[src/hw/uart_channel_regs_defines.vh]
// Offsets, field positions, reset values and select codes of one UART channel register map
`ifndef UART_CHANNEL_REGS_DEFINES_VH
`define UART_CHANNEL_REGS_DEFINES_VH

// Register offsets on the register port
`define OFF_HOLD 4'h0
`define OFF_IER 4'h1
`define OFF_IIR_FCR 4'h2
`define OFF_LCR 4'h3
`define OFF_MCR 4'h4
`define OFF_LSR 4'h5
`define OFF_MSR_TCR 4'h6
`define OFF_SPR_TLR 4'h7
`define OFF_TRANSMIT_FILL_LEVEL 4'h8
`define OFF_RECEIVE_FILL_LEVEL 4'h9

// Line control value that opens the enhanced bank
`define ENH_KEY 8'hBF

// Field positions
`define LCR_DIV_BIT 7
`define EFR_ENH_BIT 4
`define MCR_BANK_BIT 2
`define FCR_TXRST_BIT 2
`define FCR_RXRST_BIT 1
`define FCR_FEN_BIT 0

// Bits that change only with enhanced functions on
`define IER_ENH_MASK 8'hF0
`define FCR_ENH_MASK 8'h30
`define MCR_ENH_MASK 8'hE4

// Bits that are kept in storage (others read zero)
`define FCR_KEEP_MASK 8'hF1
`define MCR_KEEP_MASK 8'hF7

// Reset values
`define RST_IER 8'h00
`define RST_FCR 8'h00
`define RST_LCR 8'h00
`define RST_MCR 8'h00
`define RST_SPR 8'h00
`define RST_TCR 8'h00
`define RST_TLR 8'h00
`define RST_DIV 8'h00
`define RST_EFR 8'h00
`define RST_FLOW 8'h00

// Register select codes from the bank decoder
`define SEL_NONE 5'h00
`define SEL_HOLD 5'h01
`define SEL_IER 5'h02
`define SEL_IIR_FCR 5'h03
`define SEL_LCR 5'h04
`define SEL_MCR 5'h05
`define SEL_LSR 5'h06
`define SEL_MSR 5'h07
`define SEL_SPR 5'h08
`define SEL_TCR 5'h09
`define SEL_TLR 5'h0A
`define SEL_TRANSMIT_FILL_LEVEL 5'h0B
`define SEL_RECEIVE_FILL_LEVEL 5'h0C
`define SEL_DLL 5'h0D
`define SEL_DLH 5'h0E
`define SEL_EFR 5'h0F
`define SEL_RESUME_CHAR_ONE 5'h10
`define SEL_RESUME_CHAR_TWO 5'h11
`define SEL_PAUSE_CHAR_ONE 5'h12
`define SEL_PAUSE_CHAR_TWO 5'h13

`endif

[src/hw/bank_select.v]
// Bank decoder: maps offset and bank state to one register select code
`default_nettype none
`include "uart_channel_regs_defines.vh"

module bank_select (
  input wire [3:0] addr_i,
  input wire [7:0] line_control_i,
  input wire enh_on_i,
  input wire bank_on_i,
  output reg [4:0] sel_o
);

  // Line control holds the enhanced key
  wire enh_key;
  // Divisor bytes visible
  wire div_open;
  // Transmission control and trigger level visible
  wire tcr_open;

  assign enh_key = (line_control_i == `ENH_KEY);
  assign div_open = line_control_i[`LCR_DIV_BIT] & ~enh_key;
  assign tcr_open = enh_on_i & bank_on_i;

  // Offset decode per bank
  always @* begin
    case (addr_i)
      `OFF_HOLD: sel_o = div_open ? `SEL_DLL : `SEL_HOLD;
      `OFF_IER: sel_o = div_open ? `SEL_DLH : `SEL_IER;
      `OFF_IIR_FCR: sel_o = enh_key ? `SEL_EFR : `SEL_IIR_FCR;
      `OFF_LCR: sel_o = `SEL_LCR;
      `OFF_MCR: sel_o = enh_key ? `SEL_RESUME_CHAR_ONE : `SEL_MCR;
      `OFF_LSR: sel_o = enh_key ? `SEL_RESUME_CHAR_TWO : `SEL_LSR;
      `OFF_MSR_TCR: begin
        if (enh_key) begin
          sel_o = `SEL_PAUSE_CHAR_ONE;
        end else begin
          sel_o = tcr_open ? `SEL_TCR : `SEL_MSR;
        end
      end
      `OFF_SPR_TLR: begin
        if (enh_key) begin
          sel_o = `SEL_PAUSE_CHAR_TWO;
        end else begin
          sel_o = tcr_open ? `SEL_TLR : `SEL_SPR;
        end
      end
      `OFF_TRANSMIT_FILL_LEVEL: sel_o = `SEL_TRANSMIT_FILL_LEVEL;
      `OFF_RECEIVE_FILL_LEVEL: sel_o = `SEL_RECEIVE_FILL_LEVEL;
      default: sel_o = `SEL_NONE;
    endcase
  end

endmodule // bank_select
`default_nettype wire

[src/hw/uart_channel_register_map.v]
// Register map of one UART channel: bank switching, field storage and read mux
`default_nettype none
`include "uart_channel_regs_defines.vh"

module uart_channel_register_map (
  input wire clk_sys_i,
  input wire nrst_i,
  input wire [3:0] reg_addr_i,
  input wire reg_wr_i,
  input wire reg_rd_i,
  input wire [7:0] reg_wdata_i,
  output reg [7:0] reg_rdata_o,
  input wire [7:0] rx_data_i,
  input wire [5:0] int_id_i,
  input wire [7:0] line_status_i,
  input wire [7:0] modem_status_i,
  input wire [7:0] tx_fill_i,
  input wire [7:0] rx_fill_i,
  output reg [7:0] tx_data_o,
  output reg tx_push_o,
  output reg rx_pop_o,
  output reg tx_fifo_reset_o,
  output reg rx_fifo_reset_o,
  output reg iir_read_o,
  output reg [7:0] interrupt_enable_o,
  output reg [7:0] fifo_control_o,
  output reg [7:0] line_control_o,
  output reg [7:0] modem_control_o,
  output reg [15:0] divisor_o,
  output reg [7:0] enhanced_feature_register_o,
  output reg [7:0] resume_char_one_o,
  output reg [7:0] resume_char_two_o,
  output reg [7:0] pause_char_one_o,
  output reg [7:0] pause_char_two_o,
  output reg [7:0] transmission_control_o,
  output reg [7:0] trigger_level_o
);

  ////////////////////////////////////////////////////////////////////////
  // Helper functions
  ////////////////////////////////////////////////////////////////////////

  // Keep locked bits, take the rest from the write
  function [7:0] merge;
    input [7:0] old_val;
    input [7:0] new_val;
    input [7:0] lock;
    begin
      merge = (old_val & lock) | (new_val & ~lock);
    end
  endfunction

  // Lock mask: enhanced-only bits frozen while enhanced is off
  function [7:0] lock_of;
    input enh;
    input [7:0] enh_mask;
    begin
      lock_of = enh ? 8'h00 : enh_mask;
    end
  endfunction

  ////////////////////////////////////////////////////////////////////////
  // Internal state
  ////////////////////////////////////////////////////////////////////////

  // Scratch storage, no effect on the channel
  reg [7:0] scratch_register;
  // Register select for the current access
  wire [4:0] sel;
  // Enhanced functions bit
  wire enh_on;
  // Bank enable bit of modem control
  wire bank_on;
  // FIFO enable as mirrored into identification
  wire fifo_on;
  // Next read data
  reg [7:0] next_rdata;

  assign enh_on = enhanced_feature_register_o[`EFR_ENH_BIT];
  assign bank_on = modem_control_o[`MCR_BANK_BIT];
  assign fifo_on = fifo_control_o[`FCR_FEN_BIT];

  ////////////////////////////////////////////////////////////////////////
  // Bank decoder
  ////////////////////////////////////////////////////////////////////////

  // Bank state before this cycle's write picks the register
  bank_select u_bank_select (
    .addr_i(reg_addr_i),
    .line_control_i(line_control_o),
    .enh_on_i(enh_on),
    .bank_on_i(bank_on),
    .sel_o(sel)
  );

  ////////////////////////////////////////////////////////////////////////
  // Write path
  ////////////////////////////////////////////////////////////////////////

  // Register writes and write-side pulses
  always @(posedge clk_sys_i or negedge nrst_i) begin
    if (!nrst_i) begin
      tx_data_o <= 8'h00;
      tx_push_o <= 1'b0;
      tx_fifo_reset_o <= 1'b0;
      rx_fifo_reset_o <= 1'b0;
      interrupt_enable_o <= `RST_IER;
      fifo_control_o <= `RST_FCR;
      line_control_o <= `RST_LCR;
      modem_control_o <= `RST_MCR;
      scratch_register <= `RST_SPR;
      transmission_control_o <= `RST_TCR;
      trigger_level_o <= `RST_TLR;
      divisor_o <= {`RST_DIV, `RST_DIV};
      enhanced_feature_register_o <= `RST_EFR;
      resume_char_one_o <= `RST_FLOW;
      resume_char_two_o <= `RST_FLOW;
      pause_char_one_o <= `RST_FLOW;
      pause_char_two_o <= `RST_FLOW;
    end else begin
      // Pulses last one cycle
      tx_push_o <= 1'b0;
      tx_fifo_reset_o <= 1'b0;
      rx_fifo_reset_o <= 1'b0;
      if (reg_wr_i) begin
        case (sel)
          // Next character to transmit
          `SEL_HOLD: begin
            tx_data_o <= reg_wdata_i;
            tx_push_o <= 1'b1;
          end
          // Interrupt enables, top nibble enhanced-only
          `SEL_IER: begin
            interrupt_enable_o <= merge(interrupt_enable_o, reg_wdata_i,
              lock_of(enh_on, `IER_ENH_MASK));
          end
          // FIFO control; reset bits only pulse
          `SEL_IIR_FCR: begin
            fifo_control_o <= merge(fifo_control_o,
              reg_wdata_i & `FCR_KEEP_MASK,
              lock_of(enh_on, `FCR_ENH_MASK));
            tx_fifo_reset_o <= reg_wdata_i[`FCR_TXRST_BIT];
            rx_fifo_reset_o <= reg_wdata_i[`FCR_RXRST_BIT];
          end
          // Line control, all bits writable
          `SEL_LCR: begin
            line_control_o <= reg_wdata_i;
          end
          // Modem control, upper bits and bank bit enhanced-only
          `SEL_MCR: begin
            modem_control_o <= merge(modem_control_o,
              reg_wdata_i & `MCR_KEEP_MASK,
              lock_of(enh_on, `MCR_ENH_MASK));
          end
          // Scratch storage
          `SEL_SPR: begin
            scratch_register <= reg_wdata_i;
          end
          // Transmission control
          `SEL_TCR: begin
            transmission_control_o <= reg_wdata_i;
          end
          // Trigger level
          `SEL_TLR: begin
            trigger_level_o <= reg_wdata_i;
          end
          // Divisor low byte
          `SEL_DLL: begin
            divisor_o[7:0] <= reg_wdata_i;
          end
          // Divisor high byte
          `SEL_DLH: begin
            divisor_o[15:8] <= reg_wdata_i;
          end
          // Enhanced feature register
          `SEL_EFR: begin
            enhanced_feature_register_o <= reg_wdata_i;
          end
          // Flow control characters
          `SEL_RESUME_CHAR_ONE: begin
            resume_char_one_o <= reg_wdata_i;
          end
          `SEL_RESUME_CHAR_TWO: begin
            resume_char_two_o <= reg_wdata_i;
          end
          `SEL_PAUSE_CHAR_ONE: begin
            pause_char_one_o <= reg_wdata_i;
          end
          `SEL_PAUSE_CHAR_TWO: begin
            pause_char_two_o <= reg_wdata_i;
          end
          // Status and level registers ignore writes
          `SEL_LSR, `SEL_MSR, `SEL_TRANSMIT_FILL_LEVEL, `SEL_RECEIVE_FILL_LEVEL: begin
            tx_push_o <= 1'b0;
          end
          // Unmapped offsets ignore writes
          default: begin
            tx_push_o <= 1'b0;
          end
        endcase
      end
    end
  end

  ////////////////////////////////////////////////////////////////////////
  // Read mux
  ////////////////////////////////////////////////////////////////////////

  // Read data for the selected register
  always @* begin
    case (sel)
      // Oldest received character
      `SEL_HOLD: next_rdata = rx_data_i;
      // Interrupt enables
      `SEL_IER: next_rdata = interrupt_enable_o;
      // Identification: FIFO enable twice, priority, status
      `SEL_IIR_FCR: next_rdata = {fifo_on, fifo_on, int_id_i};
      // Line control
      `SEL_LCR: next_rdata = line_control_o;
      // Modem control, reserved bit already zero
      `SEL_MCR: next_rdata = modem_control_o;
      // Line status from the channel
      `SEL_LSR: next_rdata = line_status_i;
      // Modem status from the channel
      `SEL_MSR: next_rdata = modem_status_i;
      // Scratch readback
      `SEL_SPR: next_rdata = scratch_register;
      // Enhanced bank-two registers
      `SEL_TCR: next_rdata = transmission_control_o;
      `SEL_TLR: next_rdata = trigger_level_o;
      // FIFO fill levels
      `SEL_TRANSMIT_FILL_LEVEL: next_rdata = tx_fill_i;
      `SEL_RECEIVE_FILL_LEVEL: next_rdata = rx_fill_i;
      // Divisor bytes
      `SEL_DLL: next_rdata = divisor_o[7:0];
      `SEL_DLH: next_rdata = divisor_o[15:8];
      // Enhanced bank
      `SEL_EFR: next_rdata = enhanced_feature_register_o;
      `SEL_RESUME_CHAR_ONE: next_rdata = resume_char_one_o;
      `SEL_RESUME_CHAR_TWO: next_rdata = resume_char_two_o;
      `SEL_PAUSE_CHAR_ONE: next_rdata = pause_char_one_o;
      `SEL_PAUSE_CHAR_TWO: next_rdata = pause_char_two_o;
      // Unmapped offsets read zero
      default: next_rdata = 8'h00;
    endcase
  end

  ////////////////////////////////////////////////////////////////////////
  // Read path
  ////////////////////////////////////////////////////////////////////////

  // Read data capture and read-side pulses
  always @(posedge clk_sys_i or negedge nrst_i) begin
    if (!nrst_i) begin
      reg_rdata_o <= 8'h00;
      rx_pop_o <= 1'b0;
      iir_read_o <= 1'b0;
    end else begin
      // Pop the receive FIFO only on a holding read
      rx_pop_o <= reg_rd_i & (sel == `SEL_HOLD);
      // Identification read, lets the channel clear events
      iir_read_o <= reg_rd_i & (sel == `SEL_IIR_FCR);
      // Data stands until the next read
      if (reg_rd_i) begin
        reg_rdata_o <= next_rdata;
      end
    end
  end

endmodule // uart_channel_register_map
`default_nettype wire

[config.mk]
export PLATFORM = sky130hd
export DESIGN_NAME = uart_channel_register_map
export DESIGN_NICKNAME = d
export VERILOG_FILES = /design/src/hw/bank_select.v /design/src/hw/uart_channel_register_map.v
export VERILOG_INCLUDE_DIRS = /design/src /design/src/hw
export SDC_FILE = /design/constraint.sdc
export NUM_CORES = 1
export LEC_CHECK = 0
export BUFFER_PORTS_ARGS = -buffer_cell sky130_fd_sc_hd__buf_2
export CAP_MARGIN = 40
export CORE_MARGIN = 2
export CORE_UTILIZATION = 55
export DETAILED_ROUTE_END_ITERATION = 16
export PLACE_DENSITY = 0.9
export SETUP_SLACK_MARGIN = 0.1
export SYNTH_ARGS = -nofsm -noshare
export SYNTH_HDL_FRONTEND = slang
export SYNTH_HIERARCHICAL = 1
export SYNTH_SLANG_ARGS = --single-unit
[constraint.sdc]
create_clock -name clk_sys_i -period 7.5 [get_ports clk_sys_i]
set_input_delay 0.75 -clock clk_sys_i [delete_from_list [all_inputs] [get_ports clk_sys_i]]
set_output_delay 0.75 -clock clk_sys_i [all_outputs]
set_load 0.03 [all_outputs]
Word level (Yosys, flattened, before mapping)
Cells that the tools add are included.
- flip-flop bits (word level): 133
- input bits: 62
- output and inout bits: 125
- word-level logic and storage cells: 103
- equal/unequal tests: 29
- mux-type cells: 20
- bitwise operators: 17
- reduce and logical (&&, ||, !) cells: 16
- operators with widths (cell ; number):
    8-bit one-hot mux with 19 select lines ; 1
    5-bit one-hot mux with 10 select lines ; 1
    8-bit AND ; 5
    5-bit by 4-bit == test with 1-bit output, second input constant ; 8
    2-bit AND reduction ; 15
    8-bit bitwise OR ; 3
    5-bit by 3-bit == test with 1-bit output, second input constant ; 4
    5-bit == test, second input constant ; 4
    5-bit 2-to-1 mux ; 4
    4-bit by 3-bit == test with 1-bit output, second input constant ; 4
    4-bit 2-to-1 mux ; 4
    8-bit 2-to-1 mux ; 2
    8-bit inverter ; 2
    5-bit by 2-bit == test with 1-bit output, second input constant ; 2
    8-bit by 6-bit AND with 8-bit output ; 1
    4-bit by 2-bit == test with 1-bit output, second input constant ; 2
    4-bit == test, second input constant ; 2
    8-bit == test, second input constant ; 1
    6-bit inverter with 8-bit output ; 1
    1-bit 2-to-1 mux ; 6
    6-bit 2-to-1 mux ; 1
    5-bit by 1-bit == test with 1-bit output, second input constant ; 1
    1-bit AND ; 4
    4-bit by 1-bit == test with 1-bit output, second input constant ; 1
    3 further kinds ; 3

Logic depth before layout (Yosys ltp)
- depth after elaboration: 8
- depth in mapped cells: 13
- mapped depth without buffers: 10

Hierarchy
Netlist, hierarchy kept.
- modules (own cells, without submodules) (module ; times used ; cells each ; area an instance (sq um) ; seq. area each (sq um)):
    uart_channel_register_map ; 1 ; 475 ; 6102.1 ; 3228.1
    bank_select ; 1 ; 37 ; 222.7 ; 0.0

Worst setup path after synthesis
Ideal clock, no wire load.
- kind: input-to-reg
- start: input port reg_addr_i[3]
- end: register transmission_control_o[0]
- library setup time: 0.125 ns
- arrival: 2.806 ns
- required time: 7.375 ns
- slack: 4.569 ns
- cell stages on the path: 11
- buffers on the path: 3
- path through: buf_2 nand2b_1 o21ai_0 nand2_1 o22ai_1 or3b_1 buf_6 nor2_4 and2_1 buf_4 mux2_2
- word-level cells in the longest chain between the ends: 4
- elaborated cells between the ends (all ways): 13
- classes of those cells: eq/ne (10); mux (1); reduce/logical (2)
- ends and longest elaborated chain (what ; RTL line ; text):
    start, declared ; uart_channel_register_map.v:8 ; input wire [3:0] reg_addr_i,
    4-bit == test, or another cell as far along ; bank_select.v:26 ; case (addr_i)
    5-bit one-hot mux with 10 select lines * ; bank_select.v:26 ;
    net sel[3] ; uart_channel_register_map.v:69 ; wire [4:0] sel;
    5-bit by 4-bit == test with 1-bit output * ; uart_channel_register_map.v:126 ; case (sel)
    2-bit AND reduction (no line) * ; n/a ;
    end signal, assigned ; uart_channel_register_map.v:112 ; transmission_control_o <= `RST_TCR;
    end signal, assigned ; uart_channel_register_map.v:161 ; transmission_control_o <= reg_wdata_i;
    end, declared ; uart_channel_register_map.v:35 ; output reg [7:0] transmission_control_o,
Mark *: on every way through the listed nets, which the timed path passes. The rest lies on a longest branch.
A chain may end at the register's enable or synchronous reset.

Worst setup path after layout
- start: register line_control_o[6]
- end: register transmission_control_o[3]
- word-level cells in the longest chain between the ends: 7
- elaborated cells between the ends (all ways): 13
- classes of those cells: eq/ne (2); mux (8); bitwise (2); reduce/logical (1)
- ends and longest elaborated chain (what ; RTL line ; text):
    start, declared ; uart_channel_register_map.v:27 ; output reg [7:0] line_control_o,
    start signal, assigned ; uart_channel_register_map.v:109 ; line_control_o <= `RST_LCR;
    start signal, assigned ; uart_channel_register_map.v:147 ; line_control_o <= reg_wdata_i;
    8-bit == test (no line) * ; n/a ;
    1-bit inverter ; bank_select.v:21 ; assign div_open = line_control_i[`LCR_DIV_BIT] & ~enh_key;
    1-bit AND ; bank_select.v:21 ;
    4-bit 2-to-1 mux (no line) ; n/a ;
    5-bit one-hot mux with 10 select lines * ; bank_select.v:26 ;
    net sel[3] ; uart_channel_register_map.v:69 ;
    5-bit by 4-bit == test with 1-bit output * ; uart_channel_register_map.v:126 ;
    2-bit AND reduction (no line) * ; n/a ;
Marks and branches as above.

==> flow_summary_export.csv <==
group,metric,value,unit
run_status,status,"finished clean",
sta,final_hold_viol_count,0,
yosys,synthFlopType,"dfrtp_1",
die,die_x,111,µm
routing,via_count,5650,
worst_hold_path,hold_path.class,"input pin to async pin",
job,max-cap-violations,0,
worst_setup_path,cp.depth,9,
global_route,grtUsageTotal,36.8,%
clock_network,cts_tree,"done",
yosys,synth_cells,512,
sta,slew_headroom,44.0,%
worst_setup_path,crit_start,"line_control_o[6]$_DFFE_PN0P_",
yosys,synth_edf_count,0,
clock_network,cts_inserted_buffers,17,
placed_design,dpl.hpwl,15.9,mm
routing,drc,0,
global_route,grt_max_degree,59,
clock_network,cts_buffer_depth,2,
die,io_pins,187,
clock_network,cts_resized,0,
finish,fillers,799,
global_route,grt_pass1_wl,34.0,mm
yosys,yosys_register_bits,129,
sta,rsz0062_at_grt,"no",
power_and_ir_drop,combPwrFrac,26.4,%
yosys,synth-async-reset-ratio,100,%
die,die_y,111,µm
clock_network,ctsHoldBuffers,0,
worst_setup_path,worst_r2r_path_depth,9,
die,rows,39,
yosys,syn_avg_cell_area,12.4,µm²
worst_setup_path,crit_buf_inv,1,
routing,antenna_left,0,
placed_design,io_buffer_count,182,
worst_setup_path,r2r_end,"transmission_control_o[3]$_DFFE_PN0P_",
yosys,synth_area_leaders,"dfrtp_1 51%, mux2_2 21%, a22oi_1 2.5%",
routing,totalWireLength,22.5,mm
routing,viasPerCell,6.69,
finish,fin_nets,750,
worst_setup_path,timing.rr.start,"line_control_o[6]$_DFFE_PN0P_",
power_and_ir_drop,p_leak,3.97,nW
power_and_ir_drop,ir_worst_vdd,0.248,mV
die,die_area,12400,µm²
sta,fin_crit_sh,49.2,%
worst_setup_path,cp_max_fo,8,
die,start_util,55.9,%
die,core_area,11300,µm²
yosys,synth_cell_types,56,
global_route,grt-ovfl-total,0,
sta,setup_viol,0,
global_route,antenna_found_initial,0,
worst_setup_path,end_kind,"flop",
yosys,ys_warn_count,6,
routing,wl_per_cell,26.7,µm
finish,syn_to_final_growth,25.1,%
worst_setup_path,crit_type,"flop to flop",
sta,drv_slew,0,
power_and_ir_drop,p_seq_share,39.3,%
power_and_ir_drop,p_clk_share,34.3,%
finish,mostFrequentLayoutCell,"buf_2",
yosys,ys_seq_area_share,51.0,%
placed_design,gp_congestion,0.985,
power_and_ir_drop,p_per_area,308,nW/µm²
clock_network,insertion_delay,0.42,ns
sta,worstMarginPinSlew,0.837,ns
power_and_ir_drop,switchingPower,0.000875,W
worst_setup_path,path_cells,"nand4b_1, nor2_1, nand2_1, o22ai_1, buf_4, or3b_1, nor2_4, and2_1, mux2_2",
global_route,grt_pass1_vias,5736,
worst_setup_path,worstPathArrival,3.99,ns
routing,drtIter0Drc,596,
clock_network,path_clk_slew,0.06,ns
yosys,synthesis.area,6320,µm²
worst_setup_path,reg2reg_slack,3.81,ns
power_and_ir_drop,swShare,35.9,%
clock_network,post_cts_buffers,0,
clock_network,cts_sinks,129,
worst_setup_path,endpoint,"transmission_control_o[3]$_DFFE_PN0P_",
routing,drtPass1Iterations,5,
worst_setup_path,cp_top_family,"simple AND/OR/NAND/NOR gates",
sta,tns,0,ns
worst_setup_path,cp-start-kind,"flop",
sta,skew,0.0106,ns
power_and_ir_drop,p_int,0.00156,W
finish,drive_gt1_share,51.8,%
clock_network,root_buffer,"clkbuf_16",
yosys,yosysTopAreaCellShare,51.0,%
worst_setup_path,critPathMaxStageDelay,0.63,ns
finish,final_cell_mix,"181 x buf_2, 129 x dfrtp_1, 120 x mux2_2",
worst_setup_path,required,7.80,ns
yosys,synth_top_cell_by_area,"dfrtp_1",
sta,max_freq,0.271,GHz
sta,fin_crit,3.69,ns
worst_setup_path,slowest_stage,"or3b_1",
power_and_ir_drop,power,0.00244,W
clock_network,ctsHtreeMaxLevel,4,
## registers in the layout (all words and copies together) (netlist names), 4 cells and up, named ones only
signal	flops
line_control_o	8
tx_data_o	8
scratch_register	8
transmission_control_o	8
enhanced_feature_register_o	8
interrupt_enable_o	4
pause_char_two_o	8
pause_char_one_o	8
divisor_o	16
trigger_level_o	8
reg_rdata_o	8
resume_char_one_o	8
resume_char_two_o	8
## routing by layer
layer,part of all wire [%],routed length (µm),GRT usage (%),up-vias
met1,36,8220,46.4,2805
met4,5.4,1210,18.7,0
met5,0,0,0,-
li1,-,-,-,2292
met3,10,2280,8.86,99
met2,48,10800,59.5,454
## kinds of logic (layout without fill, tap and decap cells)
kind of cell,Yosys count,in the layout,share of synthesized area (%)
flip-flops,129,129,51.0
buffers and inverters,38,224,3.28
AO/OA/AOI/OAI,100,100,12.1
multiplexers,127,127,22.5
AND/OR/NAND/NOR,117,117,11.1
other,1,5,0.0593
## worst register-to-register path, delay by kind of cell, from the launching register on
kind | cells | cell delay, ns
AOI/OAI and AO/OA | 1 | 0.51
buffers and inverters | 1 | 0.27
DFF | 1 | 0.44
muxes | 1 | 0.39
and+or+nand+nor | 6 | 1.95
## synthesized netlist by cell type (2+ instances only)
cell type,instances
a21oi_1,11
a221oi_1,16
a222oi_1,2
a22o_1,14
a22oi_1,21
a31oi_1,2
a32oi_1,8
and2_1,3
and3_1,10
and4_1,2
buf_2,13
buf_4,7
buf_6,3
clkbuf_1,12
dfrtp_1,129
inv_1,3
mux2_2,120
mux2i_1,7
nand2_1,30
nand2_2,3
nand2b_1,6
nand3_1,11
nand4_1,6
nor2_1,12
nor2_2,6
nor2_4,6
nor2_8,2
nor2b_1,4
nor3_1,4
o2111ai_1,2
o21ai_0,8
o21ai_1,2
o31ai_1,2
or3_1,2
or3b_4,2
## power by group through the flow
| stage | registers (W) | clock network [W] | logic, W |
|---|---|---|---|
| final | 0.000958 | 0.000835 | 0.000642 |
| after CTS | 0.000949 | 0.000835 | 0.000641 |
| after floorplan | 0.00114 | 0 | 0.000211 |
| after global routing | 0.000966 | 0.000869 | 0.000671 |
| after detailed placement | 0.000956 | 0 | 0.000637 |
| after global placement | 0.000953 | 0 | 0.000621 |
## area by class of cell
cell class                      instances  area [µm²]  area share, %
Tap cell                              143         179           2.26
Timing Repair Buffer                  189         986           12.5
Clock inverter                         12         133           1.68
Sequential cell                       129        3230           40.8
Multi-Input combinational cell        348        2910           36.7
Antenna cell                            1        2.50         0.0316
Inverter                                3        11.3          0.142
Clock buffer                           20         467           5.90
## stage by stage
stage	utilization (%)	hold WS (ns)	instance area, µm²	instances	setup slack [ns]
finish	69.9	0.345	7910	845	3.81
CTS	69.9	0.371	7910	844	3.85
global placement	64.1	0.484	7260	808	3.55
global route	69.9	0.390	7910	844	3.67
detailed placement	64.6	0.488	7310	812	3.56
floorplan	-	0.454	6340	515	4.57
## worst min-delay path by stage
stage,depth (start not counted),start,slack [ns],endpoint
global placement,1,scratch_register[2]$_DFFE_PN0P_,0.48,scratch_register[2]$_DFFE_PN0P_
global route,1,nrst_i,0.39,trigger_level_o[1]$_DFFE_PN0P_
finish,1,nrst_i,0.34,trigger_level_o[7]$_DFFE_PN0P_
floorplan,0,nrst_i,0.45,async pin
detailed placement,1,fifo_control_o[7]$_DFFE_PN0P_,0.49,fifo_control_o[7]$_DFFE_PN0P_
CTS,1,nrst_i,0.37,resume_char_one_o[7]$_DFFE_PN0P_
Note: power is estimated with default switching activity, not from simulation.
